===== config.mk =====
export PLATFORM = sky130hd
export DESIGN_NAME = radio_task_event_regs
export DESIGN_NICKNAME = d
export VERILOG_FILES = /design/src/design/radio_task_event_pkg.sv /design/src/design/radio_task_event_regs.sv
export VERILOG_INCLUDE_DIRS = /design/src /design/src/design
export SDC_FILE = /design/constraint.sdc
export NUM_CORES = 1
export LEC_CHECK = 0
export ABC_AREA = 1
export BUFFER_PORTS_ARGS = -buffer_cell sky130_fd_sc_hd__buf_2
export CAP_MARGIN = 0
export CORE_ASPECT_RATIO = 1.2
export CORE_UTILIZATION = 45
export CTS_BUF_LIST = sky130_fd_sc_hd__clkbuf_8
export CTS_CLUSTER_DIAMETER = 120
export CTS_CLUSTER_SIZE = 24
export DETAILED_ROUTE_END_ITERATION = 6
export PLACE_DENSITY_LB_ADDON = 0.3
export SLEW_MARGIN = 10
export SYNTH_ARGS = -nofsm -noshare
export SYNTH_HDL_FRONTEND = slang
export SYNTH_SLANG_ARGS = --single-unit

===== constraint.sdc =====
create_clock -name sys_clk_i -period 1.8 [get_ports sys_clk_i]
set_clock_uncertainty 0.2 [all_clocks]
set_input_delay 0.36 -clock sys_clk_i [delete_from_list [all_inputs] [get_ports sys_clk_i]]
set_output_delay 0.36 -clock sys_clk_i [all_outputs]
set_load 0.1 [all_outputs]

===== src/design/radio_task_event_map.svh =====
// register offsets, field positions and reset values of the radio task/event slice
`ifndef RADIO_TASK_EVENT_MAP_SVH
`define RADIO_TASK_EVENT_MAP_SVH

`define RTE_OFF_RX_ENABLE_TASK     12'h004
`define RTE_OFF_START_TASK         12'h008
`define RTE_OFF_STOP_TASK          12'h00C
`define RTE_OFF_DISABLE_TASK       12'h010
`define RTE_OFF_STRENGTH_START     12'h014
`define RTE_OFF_STRENGTH_STOP      12'h018
`define RTE_OFF_BITCNT_START       12'h01C
`define RTE_OFF_BITCNT_STOP        12'h020
`define RTE_OFF_ENERGY_START       12'h024
`define RTE_OFF_ENERGY_STOP        12'h028
`define RTE_OFF_CHANNEL_START      12'h02C
`define RTE_OFF_CHANNEL_STOP       12'h030
`define RTE_OFF_RAMPED_UP_EVENT    12'h100
`define RTE_OFF_ADDRESS_EVENT      12'h104
`define RTE_OFF_PAYLOAD_EVENT      12'h108
`define RTE_OFF_PACKET_EVENT       12'h10C
`define RTE_OFF_IRQ_STATUS         12'h300
`define RTE_OFF_IRQ_MASK           12'h304
`define RTE_OFF_RUN_STATUS         12'h308

`define RTE_TASK_BIT               0
`define RTE_EVENT_BIT              0
`define RTE_NUM_TASKS              12
`define RTE_NUM_EVENTS             4
`define RTE_NUM_RUN                5
`define RTE_ADDR_BITS              12
`define RTE_RESET_WORD             32'h0000_0000
`define RTE_RESET_EVENTS           4'h0
`define RTE_RESET_RUN              5'h00

`endif


===== src/design/radio_task_event_pkg.sv =====
// types of the radio task/event slice
package radio_task_event_pkg;

   // one-cycle task strobes, index equals (offset - 4) / 4
   typedef enum logic [3:0] {
      TASK_RX_ENABLE = 4'h0,
      TASK_START     = 4'h1,
      TASK_STOP      = 4'h2,
      TASK_DISABLE   = 4'h3,
      TASK_SS_START  = 4'h4,
      TASK_SS_STOP   = 4'h5,
      TASK_BC_START  = 4'h6,
      TASK_BC_STOP   = 4'h7,
      TASK_ED_START  = 4'h8,
      TASK_ED_STOP   = 4'h9,
      TASK_CCA_START = 4'hA,
      TASK_CCA_STOP  = 4'hB
   } task_idx_t;

   // radio control state, one-hot
   typedef enum logic [3:0] {
      RADIO_DISABLED = 4'b0001,
      RADIO_RAMPUP   = 4'b0010,
      RADIO_IDLE     = 4'b0100,
      RADIO_ACTIVE   = 4'b1000
   } radio_state_t;

   // run-status bit positions
   typedef enum logic [2:0] {
      RUN_SAMPLING  = 3'h0,
      RUN_BITCOUNT  = 3'h1,
      RUN_ENERGY    = 3'h2,
      RUN_CHANNEL   = 3'h3,
      RUN_RX_MODE   = 3'h4
   } run_idx_t;

endpackage : radio_task_event_pkg


===== src/design/radio_task_event_regs.sv =====
// APB task/event register slice of the radio control logic
//
// How it works
// - writing 1 to rx-enable task starts receive ramp-up; register stores nothing
// - signal-strength start task begins a one-sample measurement
// - signal-strength stop task halts any ongoing strength measurement
// - bit-counter start task sets the bit counter running
// - bit-counter stop task stops the bit counter
// - energy-detect start task begins an energy detection measurement
// - energy-detect stop task ends an energy detection in progress
// - channel-assessment start task begins a clear channel assessment
// - channel-assessment stop task ends a clear channel assessment in progress
// - ramped-up event set after ramp-up completes; software reads and writes it
// - address event set when a packet address passes
// - payload event set when a packet payload passes
// - packet event set when a whole packet passes
`include "radio_task_event_map.svh"
`timescale 1ns/1ps
`default_nettype none

module radio_task_event_regs #(
   parameter int unsigned RAMPUP_CYCLES = 8
) (
   // clock and reset
   input  wire logic                      sys_clk_i,
   input  wire logic                      sys_rst_i,
   // apb slave
   input  wire logic                      psel_i,
   input  wire logic                      penable_i,
   input  wire logic                      pwrite_i,
   input  wire logic [31:0]               paddr_i,
   input  wire logic [31:0]               pwdata_i,
   output logic      [31:0]               prdata_o,
   output logic                           pready_o,
   output logic                           pslverr_o,
   // radio datapath event strobes (same clock)
   input  wire logic                      addr_done_i,
   input  wire logic                      payload_done_i,
   input  wire logic                      packet_done_i,
   input  wire logic                      sample_done_i,
   // task strobes and run levels toward the radio datapath
   output logic [`RTE_NUM_TASKS-1:0]      task_pulse_o,
   output logic                           rx_mode_o,
   output logic                           transfer_o,
   output logic                           sampling_o,
   output logic                           bit_count_o,
   output logic                           energy_detect_o,
   output logic                           channel_assess_o,
   // interrupt
   output logic                           irq_o
);

   typedef radio_task_event_pkg::radio_state_t state_t;

   // address decode
   function automatic logic hit(input logic [31:0] a, input logic [`RTE_ADDR_BITS-1:0] off);
      hit = (a[`RTE_ADDR_BITS-1:0] == off) && (a[31:`RTE_ADDR_BITS] == '0);
   endfunction : hit

   wire logic access = psel_i && penable_i;
   wire logic wr     = access && pwrite_i;
   wire logic rd     = access && !pwrite_i;
   wire logic wbit   = pwdata_i[`RTE_TASK_BIT];

   logic [`RTE_NUM_TASKS-1:0] task_hit;
   genvar gi;
   generate
      for (gi = 0; gi < `RTE_NUM_TASKS; gi++) begin : g_task
         assign task_hit[gi] = hit(paddr_i, `RTE_ADDR_BITS'(`RTE_OFF_RX_ENABLE_TASK + 4 * gi));
      end
   endgenerate

   logic [`RTE_NUM_EVENTS-1:0] event_hit;
   generate
      for (gi = 0; gi < `RTE_NUM_EVENTS; gi++) begin : g_evhit
         assign event_hit[gi] = hit(paddr_i,
                                    `RTE_ADDR_BITS'(`RTE_OFF_RAMPED_UP_EVENT + 4 * gi));
      end
   endgenerate

   wire logic stat_hit = hit(paddr_i, `RTE_OFF_IRQ_STATUS);
   wire logic mask_hit = hit(paddr_i, `RTE_OFF_IRQ_MASK);
   wire logic run_hit  = hit(paddr_i, `RTE_OFF_RUN_STATUS);
   wire logic mapped   = (|task_hit) || (|event_hit) || stat_hit || mask_hit || run_hit;

   // task strobes: only a written 1 fires, a written 0 does nothing
   wire logic [`RTE_NUM_TASKS-1:0] fire = (wr && wbit) ? task_hit : '0;

   wire logic t_rxen   = fire[radio_task_event_pkg::TASK_RX_ENABLE];
   wire logic t_start  = fire[radio_task_event_pkg::TASK_START];
   wire logic t_stop   = fire[radio_task_event_pkg::TASK_STOP];
   wire logic t_dis    = fire[radio_task_event_pkg::TASK_DISABLE];
   wire logic t_ss_on  = fire[radio_task_event_pkg::TASK_SS_START];
   wire logic t_ss_off = fire[radio_task_event_pkg::TASK_SS_STOP];
   wire logic t_bc_on  = fire[radio_task_event_pkg::TASK_BC_START];
   wire logic t_bc_off = fire[radio_task_event_pkg::TASK_BC_STOP];
   wire logic t_ed_on  = fire[radio_task_event_pkg::TASK_ED_START];
   wire logic t_ed_off = fire[radio_task_event_pkg::TASK_ED_STOP];
   wire logic t_cc_on  = fire[radio_task_event_pkg::TASK_CCA_START];
   wire logic t_cc_off = fire[radio_task_event_pkg::TASK_CCA_STOP];

   // radio control state machine
   state_t state_q;
   state_t state_d;
   logic [15:0] ramp_cnt_q;
   logic [15:0] ramp_cnt_d;
   logic        ramp_done;
   logic        rx_mode_q;

   assign ramp_done = (state_q == radio_task_event_pkg::RADIO_RAMPUP)
                      && (ramp_cnt_q == 16'(RAMPUP_CYCLES - 1));

   always_comb begin
      state_d    = state_q;
      ramp_cnt_d = '0;
      unique case (state_q)
         radio_task_event_pkg::RADIO_DISABLED: begin
            if (t_rxen) begin
               state_d = radio_task_event_pkg::RADIO_RAMPUP;
            end
         end
         radio_task_event_pkg::RADIO_RAMPUP: begin
            ramp_cnt_d = ramp_cnt_q + 16'h0001;
            if (t_dis) begin
               state_d = radio_task_event_pkg::RADIO_DISABLED;
            end else if (ramp_done) begin
               state_d = radio_task_event_pkg::RADIO_IDLE;
            end
         end
         radio_task_event_pkg::RADIO_IDLE: begin
            if (t_dis) begin
               state_d = radio_task_event_pkg::RADIO_DISABLED;
            end else if (t_start) begin
               state_d = radio_task_event_pkg::RADIO_ACTIVE;
            end
         end
         radio_task_event_pkg::RADIO_ACTIVE: begin
            if (t_dis) begin
               state_d = radio_task_event_pkg::RADIO_DISABLED;
            end else if (t_stop) begin
               state_d = radio_task_event_pkg::RADIO_IDLE;
            end
         end
         default: begin
            state_d = radio_task_event_pkg::RADIO_DISABLED;
         end
      endcase
   end

   // state register
   always_ff @(posedge sys_clk_i) begin
      if (sys_rst_i) begin
         state_q <= radio_task_event_pkg::RADIO_DISABLED;
      end else begin
         state_q <= state_d;
      end
   end

   // ramp counter rests at zero outside ramp-up, so every ramp runs full length
   always_ff @(posedge sys_clk_i) begin
      if (sys_rst_i) begin
         ramp_cnt_q <= '0;
      end else begin
         ramp_cnt_q <= ramp_cnt_d;
      end
   end

   // receive mode latches only from disabled; a repeated rx-enable is ignored
   wire logic rx_set = t_rxen && (state_q == radio_task_event_pkg::RADIO_DISABLED);

   always_ff @(posedge sys_clk_i) begin
      if (sys_rst_i) begin
         rx_mode_q <= 1'b0;
      end else if (rx_set) begin
         rx_mode_q <= 1'b1;
      end else if (t_dis) begin
         rx_mode_q <= 1'b0;
      end
   end

   // measurement run flags; stop beats start when both land together
   logic [`RTE_NUM_RUN-1:0] run_q;
   logic [`RTE_NUM_RUN-1:0] run_d;
   wire logic [3:0] run_on  = {t_cc_on, t_ed_on, t_bc_on, t_ss_on};
   wire logic [3:0] run_off = {t_cc_off, t_ed_off, t_bc_off, t_ss_off | sample_done_i};

   generate
      for (gi = 0; gi < 4; gi++) begin : g_run
         assign run_d[gi] = run_off[gi] ? 1'b0 : (run_on[gi] ? 1'b1 : run_q[gi]);
      end
   endgenerate
   assign run_d[radio_task_event_pkg::RUN_RX_MODE] = rx_mode_q;

   always_ff @(posedge sys_clk_i) begin
      if (sys_rst_i) begin
         run_q <= `RTE_RESET_RUN;
      end else begin
         run_q <= run_d;
      end
   end

   // event registers: hardware set wins over a software write of 0
   wire logic [`RTE_NUM_EVENTS-1:0] ev_set =
      {packet_done_i, payload_done_i, addr_done_i, ramp_done};
   logic [`RTE_NUM_EVENTS-1:0] event_q;
   logic [`RTE_NUM_EVENTS-1:0] event_d;
   logic [`RTE_NUM_EVENTS-1:0] irq_stat_q;
   logic [`RTE_NUM_EVENTS-1:0] irq_stat_d;
   logic [`RTE_NUM_EVENTS-1:0] irq_mask_q;

   generate
      for (gi = 0; gi < `RTE_NUM_EVENTS; gi++) begin : g_ev
         assign event_d[gi] = ev_set[gi] ? 1'b1 :
                              ((wr && event_hit[gi]) ? pwdata_i[`RTE_EVENT_BIT] : event_q[gi]);
      end
   endgenerate

   // interrupt status cleared by its own read, set still wins
   assign irq_stat_d = ev_set | ((rd && stat_hit) ? '0 : irq_stat_q);

   // event flags
   always_ff @(posedge sys_clk_i) begin
      if (sys_rst_i) begin
         event_q <= `RTE_RESET_EVENTS;
      end else begin
         event_q <= event_d;
      end
   end

   // interrupt status
   always_ff @(posedge sys_clk_i) begin
      if (sys_rst_i) begin
         irq_stat_q <= `RTE_RESET_EVENTS;
      end else begin
         irq_stat_q <= irq_stat_d;
      end
   end

   // mask holds its value between writes
   always_ff @(posedge sys_clk_i) begin
      if (sys_rst_i) begin
         irq_mask_q <= `RTE_RESET_EVENTS;
      end else if (wr && mask_hit) begin
         irq_mask_q <= pwdata_i[`RTE_NUM_EVENTS-1:0];
      end
   end

   // read mux; task offsets read 0
   logic [31:0] rdata_d;
   always_comb begin
      rdata_d = `RTE_RESET_WORD;
      for (int i = 0; i < `RTE_NUM_EVENTS; i++) begin
         if (event_hit[i]) begin
            rdata_d = {31'h0000_0000, event_q[i]};
         end
      end
      if (stat_hit) begin
         rdata_d = {28'h000_0000, irq_stat_q};
      end
      if (mask_hit) begin
         rdata_d = {28'h000_0000, irq_mask_q};
      end
      if (run_hit) begin
         rdata_d = {27'h000_0000, run_q};
      end
   end

   // apb answers in the access phase's first cycle, zero wait
   logic [31:0]               prdata_q;
   logic                      pready_q;
   logic                      pslverr_q;
   logic [`RTE_NUM_TASKS-1:0] pulse_q;
   logic                      irq_q;

   // decode taken in the setup cycle so the answer stands on the first access edge
   wire logic        setup      = psel_i && !penable_i;
   wire logic        setup_read = setup && !pwrite_i;
   wire logic        setup_bad  = setup && !mapped;
   wire logic        irq_level  = |(irq_stat_d & irq_mask_q);
   wire logic [31:0] rdata_nx   = setup_read ? rdata_d : `RTE_RESET_WORD;

   // ready strobe, one cycle
   always_ff @(posedge sys_clk_i) begin
      if (sys_rst_i) begin
         pready_q <= 1'b0;
      end else begin
         pready_q <= setup;
      end
   end

   // error strobe for unmapped addresses, alongside ready
   always_ff @(posedge sys_clk_i) begin
      if (sys_rst_i) begin
         pslverr_q <= 1'b0;
      end else begin
         pslverr_q <= setup_bad;
      end
   end

   // read data; zero outside the access cycle so stale data never leaks
   always_ff @(posedge sys_clk_i) begin
      if (sys_rst_i) begin
         prdata_q <= `RTE_RESET_WORD;
      end else begin
         prdata_q <= rdata_nx;
      end
   end

   // task strobes, raised on the write edge and held for one cycle
   always_ff @(posedge sys_clk_i) begin
      if (sys_rst_i) begin
         pulse_q <= '0;
      end else begin
         pulse_q <= fire;
      end
   end

   // interrupt level; next status used so a set and a clear never glitch it
   always_ff @(posedge sys_clk_i) begin
      if (sys_rst_i) begin
         irq_q <= 1'b0;
      end else begin
         irq_q <= irq_level;
      end
   end

   assign prdata_o         = prdata_q;
   assign pready_o         = pready_q;
   assign pslverr_o        = pslverr_q;
   assign task_pulse_o     = pulse_q;
   assign irq_o            = irq_q;
   assign rx_mode_o        = rx_mode_q;
   assign transfer_o       = state_q[3];
   assign sampling_o       = run_q[radio_task_event_pkg::RUN_SAMPLING];
   assign bit_count_o      = run_q[radio_task_event_pkg::RUN_BITCOUNT];
   assign energy_detect_o  = run_q[radio_task_event_pkg::RUN_ENERGY];
   assign channel_assess_o = run_q[radio_task_event_pkg::RUN_CHANNEL];

endmodule : radio_task_event_regs

`default_nettype wire


==> results.ini, run 1 <==
[floorplan]
die_w_microns=78.26
initial_utilization=0.4638
row_count=33
die_y_microns=93.52
top_level_ports=126
core_area_sq_um=6771
die_area_sq_um=7318

[drt]
wire_per_inst_microns=12.29
vias=3382
firstDrtPassIters=5
antenna_left=0
routed_wl_microns=8502
drt-initial-drc-count=137
vias_per_cell=4.887
drc=0

[logic_synthesis]
yosys-top-cells-area=dfxtp_1 37%, nand2_1 8.6%, nor2_1 8.0%, buf_4 6.7%, inv_1 6.7%
ys_types=32
synth_top_area_share=0.3697
synth_area_sq_um=3141
ys_seq_elements=58
synth_top_flop_cell=dfxtp_1
netlist_instances=458
synth_top_area_cell=dfxtp_1
synth_most_common_cell=nand2_1
synth_commonest_cells=72 x nand2_1, 67 x nor2_1, 58 x dfxtp_1
synth_seq_area_share=0.3697
yosysWarnings=0
async_reset_ff_frac=0
synth_area_per_cell_sq_um=6.857
synth_edf_count=0

[global_route]
grt_pass1_wl_microns=13290
grt_remaining_overflow=0
grtUsageTotal=0.2318
grt_max_degree=19
grt_pass1_vias=3083
grt_antenna_before_repair=0

[power]
power_frac_clock=0.394
p_int_mw=2.401
p_leak_nw=2.051
switching_share=0.3209
power.density_nw_per_um2=813.0
power.switching_mw=1.134
ir_drop_v=0.0005902
p_total_mw=3.535
pwr-share-seq=0.383
p_comb_frac=0.223

[clock_network]
htree_num_levels=3
holdBufCountCts=0
path_clk_slew_ns=0.07
cts_sinks=58
cts_tree=done
numCtsBuffers=9
cts_root_buf=clkbuf_8
cts_buffer_depth=2
insertion_delay_ns=0.34

[cells_and_area]
nets=674
seqCellArea_sq_um=1167
drive_gt1_frac=0.3521
fillCellCount=612
multi_input_area_sq_um=1723
syn_to_final_growth_pct=38.45
diodes=0
design_area_sq_um=4348

[status]
violations=setup timing
status=finished with violations

[min_path]
hold_end=irq_mask_q[3]
hp-class=in -> reg
worstHoldStart=pwdata_i[3]
hold_depth=3

[timing]
post-route-period-util=1.024
whs_ns=0.03541
fin_tns_setup_ns=-0.05485
rsz0062_at_grt=true
hold_viol=0
setup_violations=2
min_period_ns=1.843
final.setup.worst_slack_ns=-0.04314
slew_viol_final=0
fmax_mhz=542.6

[setup_path]
endpoint_kind=flip-flop
crit_required_ns=1.87
rr_worst_depth=12
cp.arrival_ns=1.91
critPathMaxFanout=3
worstSetupPathType=reg -> reg
timing.rr.end=ramp_cnt_q[14]
r2r-start=ramp_cnt_q[0]
worstSetupStartpointType=flip-flop
reg2reg_slack_ns=-0.04

[flow_run]
maxCapViolCount=0

[place]
routabilityCongestion=0.8896
place.detailed.hpwl_microns=6294
portBuffers=70
dpl-instance-area_sq_um=3899

-- flip-flops by register name, indices dropped and copies added, names as in the netlist --
register	cells
run_q	5
prdata_o	5
irq_o	1
rx_mode_o	1
irq_mask_q	4
state_q	4
pready_o	1
event_q	4
ramp_cnt_q	16
pslverr_o	1
irq_stat_q	4
task_pulse_o	12
-- cell families after synthesis --
logic type               count (synthesis)  share of synthesized area
AND/OR/NAND/NOR                        237                     0.3638
buffers and inverters                   95                     0.1502
AO/OA/AOI/OAI                           66                     0.1112
flip-flops                              58                     0.3697
adder cells (fa/ha/maj)                  1                   0.003983
other                                    1                   0.001194
-- worst max-delay path: stages (launching register included) --
cell and delay (ns):
dfxtp_2 0.35, ha_4 0.14, nand2_2 0.05, inv_2 0.06, nand2_2 0.06, nor2_2 0.11, nand4_1 0.14, nor2_2 0.15
nand2_2 0.10, nor2_4 0.12, buf_4 0.12, nand4_1 0.06, a21oi_1 0.12
-- per-layer routing --
metal | GRT usage | share of wire | up-vias
li1 | - | - | 1728
met1 | 0.2612 | 0.41 | 1537
met2 | 0.4196 | 0.53 | 102
met3 | 0.04585 | 0.045 | 15
met4 | 0.1003 | 0.015 | 0
met5 | 0 | 0 | -
-- area by class of cell --
| type | instances | area share |
|---|---|---|
| well taps | 87 | 0.02504 |
| repair buffers | 139 | 0.2049 |
| flip-flops and latches | 58 | 0.2685 |
| clock buffers | 11 | 0.03482 |
| inverters | 61 | 0.05266 |
| clock inverters | 5 | 0.01784 |
| multi-input cells | 331 | 0.3963 |
-- placed cells by master (no fill, tap or decap), types with 2 or more instances in the layout --
master | netlist | layout
buf_2 | 2 | 69
buf_4 | 28 | 67
nand2_1 | 72 | 65
nor2_1 | 67 | 59
dfxtp_1 | 58 | 55
inv_1 | 56 | 54
nand3_1 | 35 | 30
a21oi_1 | 31 | 30
conb_1 | 1 | 27
nand4_1 | 21 | 21
o21ai_0 | 24 | 20
nor2_2 | 8 | 14
nand2_2 | 5 | 12
nor3_1 | 12 | 12
clkbuf_8 | 0 | 11
inv_2 | 4 | 7
a31oi_1 | 7 | 7
nand3_2 | 4 | 6
nor2_4 | 3 | 5
o21ai_1 | 2 | 5
nand3_4 | 0 | 3
nor4_1 | 3 | 3
nor2_8 | 2 | 2
bufinv_16 | 0 | 2
dfxtp_2 | 0 | 2
-- worst max path at each step --
stage                           to           from  depth (start not counted)
floorplan           ramp_cnt_q[14]  ramp_cnt_q[0]                         12
global placement        state_q[2]    paddr_i[27]                         13
CTS                 ramp_cnt_q[14]  ramp_cnt_q[1]                         12
finish              ramp_cnt_q[14]  ramp_cnt_q[0]                         12
detailed placement           irq_o    paddr_i[27]                         13
global route        ramp_cnt_q[14]  ramp_cnt_q[0]                         12
-- per-stage QoR --
step,utilization,cells,setup slack [ns]
5_1_grt,0.6421,692,-0.1587
2_1_floorplan,-,484,0.04397
4_1_cts,0.6229,691,-0.1198
3_5_place_dp,0.5758,666,-0.3048
3_3_place_gp,0.5758,666,-0.2575
6_report,0.6421,692,-0.04314
-- power groups by stage --
stage	Sequential, mW	Clock [mW]	Combinational (mW)
after floorplan	1.43	0	0.565
after global placement	1.38	0	0.765
after detailed placement	1.38	0	0.779
after CTS	1.35	1.40	0.783
after global routing	1.36	1.45	0.842
final	1.35	1.39	0.789
-- repair_timing --
item,in CTS,in global routing
gates cloned,0,0
endpoints found under the setup margin,4,19
endpoints found under the hold margin,0,0
pin swaps,8,21
resized for setup,7,37
setup buffers,9,6
Note: power is estimated with default switching activity, not from simulation.
==> run 2: changes to the inputs <==
--- a/config.mk
+++ b/config.mk
@@ -6,11 +6,11 @@
 export SDC_FILE = /design/constraint.sdc
 export NUM_CORES = 1
 export LEC_CHECK = 0
-export ABC_AREA = 1
+export ABC_AREA = 0
 export BUFFER_PORTS_ARGS = -buffer_cell sky130_fd_sc_hd__buf_2
 export CAP_MARGIN = 0
 export CORE_ASPECT_RATIO = 1.2
-export CORE_UTILIZATION = 45
+export CORE_UTILIZATION = 44
 export CTS_BUF_LIST = sky130_fd_sc_hd__clkbuf_8
 export CTS_CLUSTER_DIAMETER = 120
 export CTS_CLUSTER_SIZE = 24
==> run 2 against run 1 <==
- the run still ends with setup timing left
- flip-flop and latch count did not move
- via count is 13% lower
- critical path depth decreased by 6
- sequential share of layout area grew 1.7 points
- largest cell class unchanged
==> results.ini, run 2 <==
[place]
place.detailed.hpwl_microns=5936  ; -5.7%
portBuffers=70  ; unchanged
place_inst=530  ; -20%
routabilityCongestion=0.9443  ; +6.1%
post-place-ws_ns=-0.4022  ; -0.09740 ns

[global_route]
grt_pass1_wl_microns=12240  ; -7.9%
grt_max_degree=17  ; -2
grt_pass1_vias=2735  ; -11%
grt_antenna_before_repair=0  ; unchanged
grtUsageTotal=0.2238  ; -0.007976
grt_remaining_overflow=0  ; unchanged

[min_path]
hold_depth=3  ; unchanged
hp-class=in -> reg
worstHoldStart=pwdata_i[3]
hold_end=irq_mask_q[3]

[floorplan]
die_w_microns=76.05  ; -2.8%
row_count=32  ; -3.0%
initial_utilization=0.4520  ; -0.01183
core_area_sq_um=6406  ; -5.4%
top_level_ports=126  ; unchanged
die_y_microns=90.86  ; -2.8%
die_area_sq_um=6910  ; -5.6%

[logic_synthesis]
synth_edf_count=0  ; unchanged
yosys-top-cells-area=dfxtp_1 40%, buf_4 7.0%, nor2_1 5.4%, nand2_1 2.6%, nor4_1 2.4%
synth_area_per_cell_sq_um=8.800  ; +28%
async_reset_ff_frac=0  ; unchanged
synth_top_area_cell=dfxtp_1
synth_top_flop_cell=dfxtp_1
ys_seq_elements=58  ; unchanged
netlist_instances=329  ; -28%
yosysWarnings=0  ; unchanged
synth_most_common_cell=dfxtp_1
synth_commonest_cells=58 x dfxtp_1, 42 x nor2_1, 27 x buf_4
ys_types=56  ; +75%
synth_area_sq_um=2895  ; -7.8%
synth_seq_area_share=0.4010  ; +0.03132
synth_top_area_share=0.4010  ; +0.03132

[setup_path]
crit_required_ns=1.82  ; -0.05 ns
endpoint_kind=flip-flop
timing.rr.end=irq_o
worstSetupPathType=in -> reg
worstSetupStartpointType=input port
critPathMaxFanout=5  ; +2
r2r-start=ramp_cnt_q[0]
cp.arrival_ns=1.84  ; -0.07 ns
rr_worst_depth=6  ; -6
reg2reg_slack_ns=0.16  ; +0.20 ns

[cells_and_area]
largest_reg_flops=16  ; unchanged
utilization=0.6387  ; -0.003420
top_register=ramp_cnt_q
final_common_cell=buf_2
nets=535  ; -21%
finalNonFillerCells=551  ; -20%
diodes=0  ; unchanged
final_cell_mix=61 x buf_2, 59 x buf_4, 53 x dfxtp_1
drive_gt1_frac=0.4034  ; +0.05137
syn_to_final_growth_pct=41.31

[clock_network]
htree_num_levels=3  ; unchanged
cts_buffer_depth=2  ; unchanged
cts_tree=done
numCtsBuffers=9  ; unchanged
cts_root_buf=clkbuf_8
path_clk_slew_ns=0.07  ; about the same
insertion_delay_ns=0.34  ; about the same
cts_sinks=58  ; unchanged

[power]
power.switching_uw=932.6  ; -18%
switching_share=0.3226  ; +0.001755
ir_drop_v=0.0004226  ; -28%
pwr-share-seq=0.451  ; +0.068
p_leak_nw=1.723  ; -16%
p_total_mw=2.890  ; -18%
power_frac_clock=0.376  ; -0.018
p_int_mw=1.958  ; -18%
power.density_nw_per_um2=706.5  ; -13%
p_comb_frac=0.173  ; -0.050

[drt]
routed_wl_microns=7731  ; -9.1%
antenna_left=0  ; unchanged
drt-initial-drc-count=98  ; -28%
wire_per_inst_microns=14.03  ; +14%
firstDrtPassIters=7  ; +2
vias=2936  ; -13%
drc=0  ; unchanged
vias_per_cell=5.328  ; +9.0%

[timing]
final.setup.worst_slack_ns=-0.02132  ; +0.02182 ns
post-route-period-util=1.012  ; -0.01212
setup_violations=2  ; unchanged
rsz0062_at_grt=true
hold_viol=0  ; unchanged
slew_viol_final=0  ; unchanged
min_period_ns=1.821  ; -0.02182 ns
whs_ns=0.06045  ; +0.02504 ns
fmax_mhz=549.1  ; +1.2%

[status]
violations=setup timing
status=finished with violations

[flow_run]
maxCapViolCount=0  ; unchanged

[run 2: through the flow]
| stage | setup TNS, ns | area (sq um) |
|---|---|---|
| after floorplan | -1.510 | 3129 |
| after global placement | -8.252 | 3745 |
| after detailed placement | -9.655 | 3745 |
| after CTS | 0 | 3940 |
| after global routing | -0.1553 | 4091 |
| final | -0.03463 | 4091 |
[run 2: cells by family (layout without fill, tap and decap cells)]
family / after synthesis / after routing / synth area share
AOI/OAI and AO/OA: 64 / 64 / 0.1513
xor gates and xnor gates: 10 / 10 / 0.03025
adders and majority gates: 1 / 1 / 0.004321
buffers and inverters: 44 / 155 / 0.1029
DFF: 58 / 58 / 0.4010
muxes: 5 / 5 / 0.01729
other: 1 / 27 / 0.001295
and+or+nand+nor: 146 / 146 / 0.2917
[run 2: worst max path at each step]
stage	from	slack [ns]	to
CTS	pwrite_i	0.01	run_q[2]
floorplan	paddr_i[9]	-0.21	run_q[2]
global placement	paddr_i[26]	-0.38	state_q[1]
finish	psel_i	-0.02	run_q[1]
detailed placement	paddr_i[25]	-0.40	state_q[1]
global route	psel_i	-0.06	run_q[1]
[run 2: critical path, cell delays in order]
cell and delay, ns:
buf_8 0.08, nand3_4 0.07, or4b_4 0.58, or3_4 0.45, nor3_4 0.22, a211oi_2 0.09
[run 2: timing repair]
item,in CTS,in global routing
pin swaps,0,11
endpoints found under the hold margin,1,0
cloned,0,0
endpoints found under the setup margin,3,21
buffers inserted,0,4
gates resized for setup,1,26
hold buffers,1,0
[run 2: power groups by stage]
stage	logic, mW	clock network, mW	registers, mW
after floorplan	0.374	0	1.34
after global placement	0.469	0	1.33
after detailed placement	0.475	0	1.33
after CTS	0.478	1.11	1.30
after global routing	0.520	1.17	1.30
final	0.500	1.09	1.30
[run 2: layer usage]
layer	up-vias	wire [microns]	global-route usage
met2	106	4154	0.4098
li1	1419	-	-
met4	0	196	0.09776
met5	-	0	0
met1	1387	2931	0.2375
met3	24	449	0.06263
[run 2: layout make-up]
| cell class | count | area, sq um |
|---|---|---|
| Clock buffer | 10 | 137.6 |
| Inverter | 7 | 26.28 |
| Sequential cell | 58 | 1167 |
| Timing Repair Buffer | 132 | 898.4 |
| Clock inverter | 6 | 41.29 |
| Tap cell | 85 | 106.4 |
| Multi-Input combinational cell | 253 | 1714 |
| Fill cell | 569 | 2315 |
==> run 3: changes to the inputs <==
--- a/config.mk
+++ b/config.mk
@@ -10,7 +10,7 @@
 export BUFFER_PORTS_ARGS = -buffer_cell sky130_fd_sc_hd__buf_2
 export CAP_MARGIN = 0
 export CORE_ASPECT_RATIO = 1.2
-export CORE_UTILIZATION = 44
+export CORE_UTILIZATION = 35
 export CTS_BUF_LIST = sky130_fd_sc_hd__clkbuf_8
 export CTS_CLUSTER_DIAMETER = 120
 export CTS_CLUSTER_SIZE = 24
==> constraint.sdc (replaced) <==
create_clock -name sys_clk_i -period 1.6 [get_ports sys_clk_i]
set_clock_uncertainty 0.2 [all_clocks]
set_input_delay 0.32 -clock sys_clk_i [delete_from_list [all_inputs] [get_ports sys_clk_i]]
set_output_delay 0.32 -clock sys_clk_i [all_outputs]
set_load 0.1 [all_outputs]
==> run 3 against run 2 <==
- the run still ends with setup timing left
- combinational power rose by 19%
- die area rose by 25%
- largest power group is now clock
- cell count is 4.5% higher
- global-route usage shrank 1.7 points
==> results.ini, run 3 (synthesized netlist as in run 2, its figures left out) <==
[global_route]
grt_max_degree=17  ; unchanged
grt_pass1_vias=2995  ; +9.5%
grtUsageTotal=0.2064  ; -0.01745
grt_use_met1=0.2181  ; -0.01937
use_met2=0.3840  ; -0.02585
grt_pass1_wl_microns=13840  ; +13%
grtUsageMet3=0.05216  ; -0.01047
grt_remaining_overflow=0  ; unchanged
grt_antenna_before_repair=0  ; unchanged
busiest_layer=met2

[power]
p_int_mw=2.507  ; +28%
p_leak_nw=1.935  ; +12%
power.switching_mw=1.103  ; +18%
ir_drop_v=0.0004036  ; -4.5%
pwr-share-seq=0.405  ; -0.046
power_frac_clock=0.430  ; +0.054
power.density_nw_per_um2=763.7  ; +8.1%
p_comb_frac=0.165  ; -0.008
switching_share=0.3055  ; -0.01711
p_total_mw=3.610  ; +25%

[timing]
fin_tns_setup_ns=-1.472  ; -1.437 ns
fmax_mhz=585.6
post-route-period-util=1.067
final.setup.worst_slack_ns=-0.1075  ; -0.08623 ns
slew_viol_final=0  ; unchanged
min_period_ns=1.708
setup_violations=29  ; +27
hold_viol=0  ; unchanged
rsz0062_at_grt=true

[floorplan]
top_level_ports=126  ; unchanged
initial_utilization=0.3694  ; -0.08260
die_area_sq_um=8641  ; +25%
die_y_microns=101.6  ; +12%
core_area_sq_um=7839  ; +22%
row_count=35  ; +9.4%
die_w_microns=85.03  ; +12%

[cells_and_area]
largest_reg_flops=16  ; unchanged
nets=553  ; +3.4%
diodes=0  ; unchanged
utilization=0.6030  ; -0.03564
final_common_cell=buf_4
top_register=ramp_cnt_q
final_cell_mix=86 x buf_4, 47 x dfxtp_1, 36 x nor2_1
syn_to_final_growth_pct=63.27
drive_gt1_frac=0.4855  ; +0.08210

[clock_network]
insertion_delay_ns=0.34  ; about the same
path_clk_slew_ns=0.07  ; about the same
cts_buffer_depth=2  ; unchanged
htree_num_levels=3  ; unchanged
numCtsBuffers=9  ; unchanged
cts_root_buf=clkbuf_8
cts_tree=done
cts_sinks=58  ; unchanged

[drt]
drc=0  ; unchanged
antenna_left=0  ; unchanged
drt-initial-drc-count=94  ; -4.1%
wire_per_inst_microns=14.66  ; +4.5%
firstDrtPassIters=4  ; -3
vias_per_cell=5.191  ; -2.6%
routed_wl_microns=8443  ; +9.2%
vias=2990  ; +1.8%

[place]
routabilityCongestion=0.9443  ; unchanged
place.detailed.hpwl_microns=6197  ; +4.4%
portBuffers=70  ; unchanged

[flow_run]
maxCapViolCount=0  ; unchanged

[setup_path]
cpMaxStageDelayCell=nor4_4
timing.rr.end=ramp_cnt_q[11]
worstSetupStartpointType=input port
crit_required_ns=1.64  ; -0.18 ns
path_common_cell=buf_6
slowest_delay_ns=0.34  ; -0.24 ns
cp_num_buf_inv=2  ; +1
cp.depth=7  ; +1
crit_path_end=irq_stat_q[3]
worstSetupPathType=in -> reg
rr_worst_depth=5  ; -1
r2r-start=ramp_cnt_q[5]
cp-startpoint=paddr_i[26]
critPathMaxFanout=5  ; unchanged
critPathTopFamily=simple AND/OR/NAND/NOR gates
reg2reg_slack_ns=-0.05  ; -0.21 ns
worstPathCellList=buf_6 > nor4_4 > nand4_4 > nor3_4 > buf_6 > a31oi_4 > a22o_1
cp.arrival_ns=1.74  ; -0.10 ns
endpoint_kind=flip-flop

[min_path]
hold_depth=3  ; unchanged
worstHoldStart=pwdata_i[1]
hp-class=in -> reg

[status]
violations=setup timing
status=finished with violations

==> run 3: worst register-to-register path, delay by kind of cell, from the launching register on <==
family / cells / cell delay (ns)
simple gates: 3 / 0.72
flops: 1 / 0.34
buf+inv: 1 / 0.21
compound gates: 1 / 0.12
==> run 3: cell type report <==
| cell class | instances | area, sq um |
|---|---|---|
| fillers | 676 | 3112 |
| clock buffers | 9 | 123.9 |
| inverters | 7 | 26.28 |
| multi-input cells | 253 | 1908 |
| flip-flops and latches | 58 | 1180 |
| repair buffers | 150 | 1272 |
| clock inverters | 7 | 101.3 |
| well taps | 92 | 115.1 |
==> run 3: worst min-delay path by stage <==
stage and endpoint:
4_1_cts pslverr_o, 3_3_place_gp prdata_o[4], 3_5_place_dp prdata_o[4], 5_1_grt irq_mask_q[1], 2_1_floorplan run_q[0], 6_report irq_mask_q[1]
==> run 3: power groups by stage <==
stage	logic [mW]	clock network, mW	registers, mW
floorplan	0.426	0	1.51
global placement	0.543	0	1.50
detailed placement	0.545	0	1.50
CTS	0.579	1.59	1.46
global route	0.624	1.66	1.46
finish	0.595	1.55	1.46
==> run 3: per-stage QoR <==
stage          hold slack, ns  area [sq um]  instances  worst slack [ns]
2_1_floorplan          0.1901          3198        355           -0.3749
3_3_place_gp           0.2178          4015        547           -0.5846
3_5_place_dp           0.2103          4015        547           -0.5606
4_1_cts              0.009593          4531        573          -0.08693
5_1_grt               0.02850          4727        576           -0.1672
6_report              0.02191          4727        576           -0.1075
==> run 3: routing by layer <==
metal | up-vias | share of wire
li1 | 1462 | -
met1 | 1430 | 0.39
met2 | 82 | 0.55
met3 | 16 | 0.039
met4 | 0 | 0.023
met5 | - | 0
==> run 3: timing repair <==
item,in CTS,in global routing
gates resized for setup,54,38
pin swaps,25,26
hold buffers,3,0
setup endpoints to repair,45,42
gates cloned,0,1
hold endpoints to repair,3,0
buffers inserted,7,4
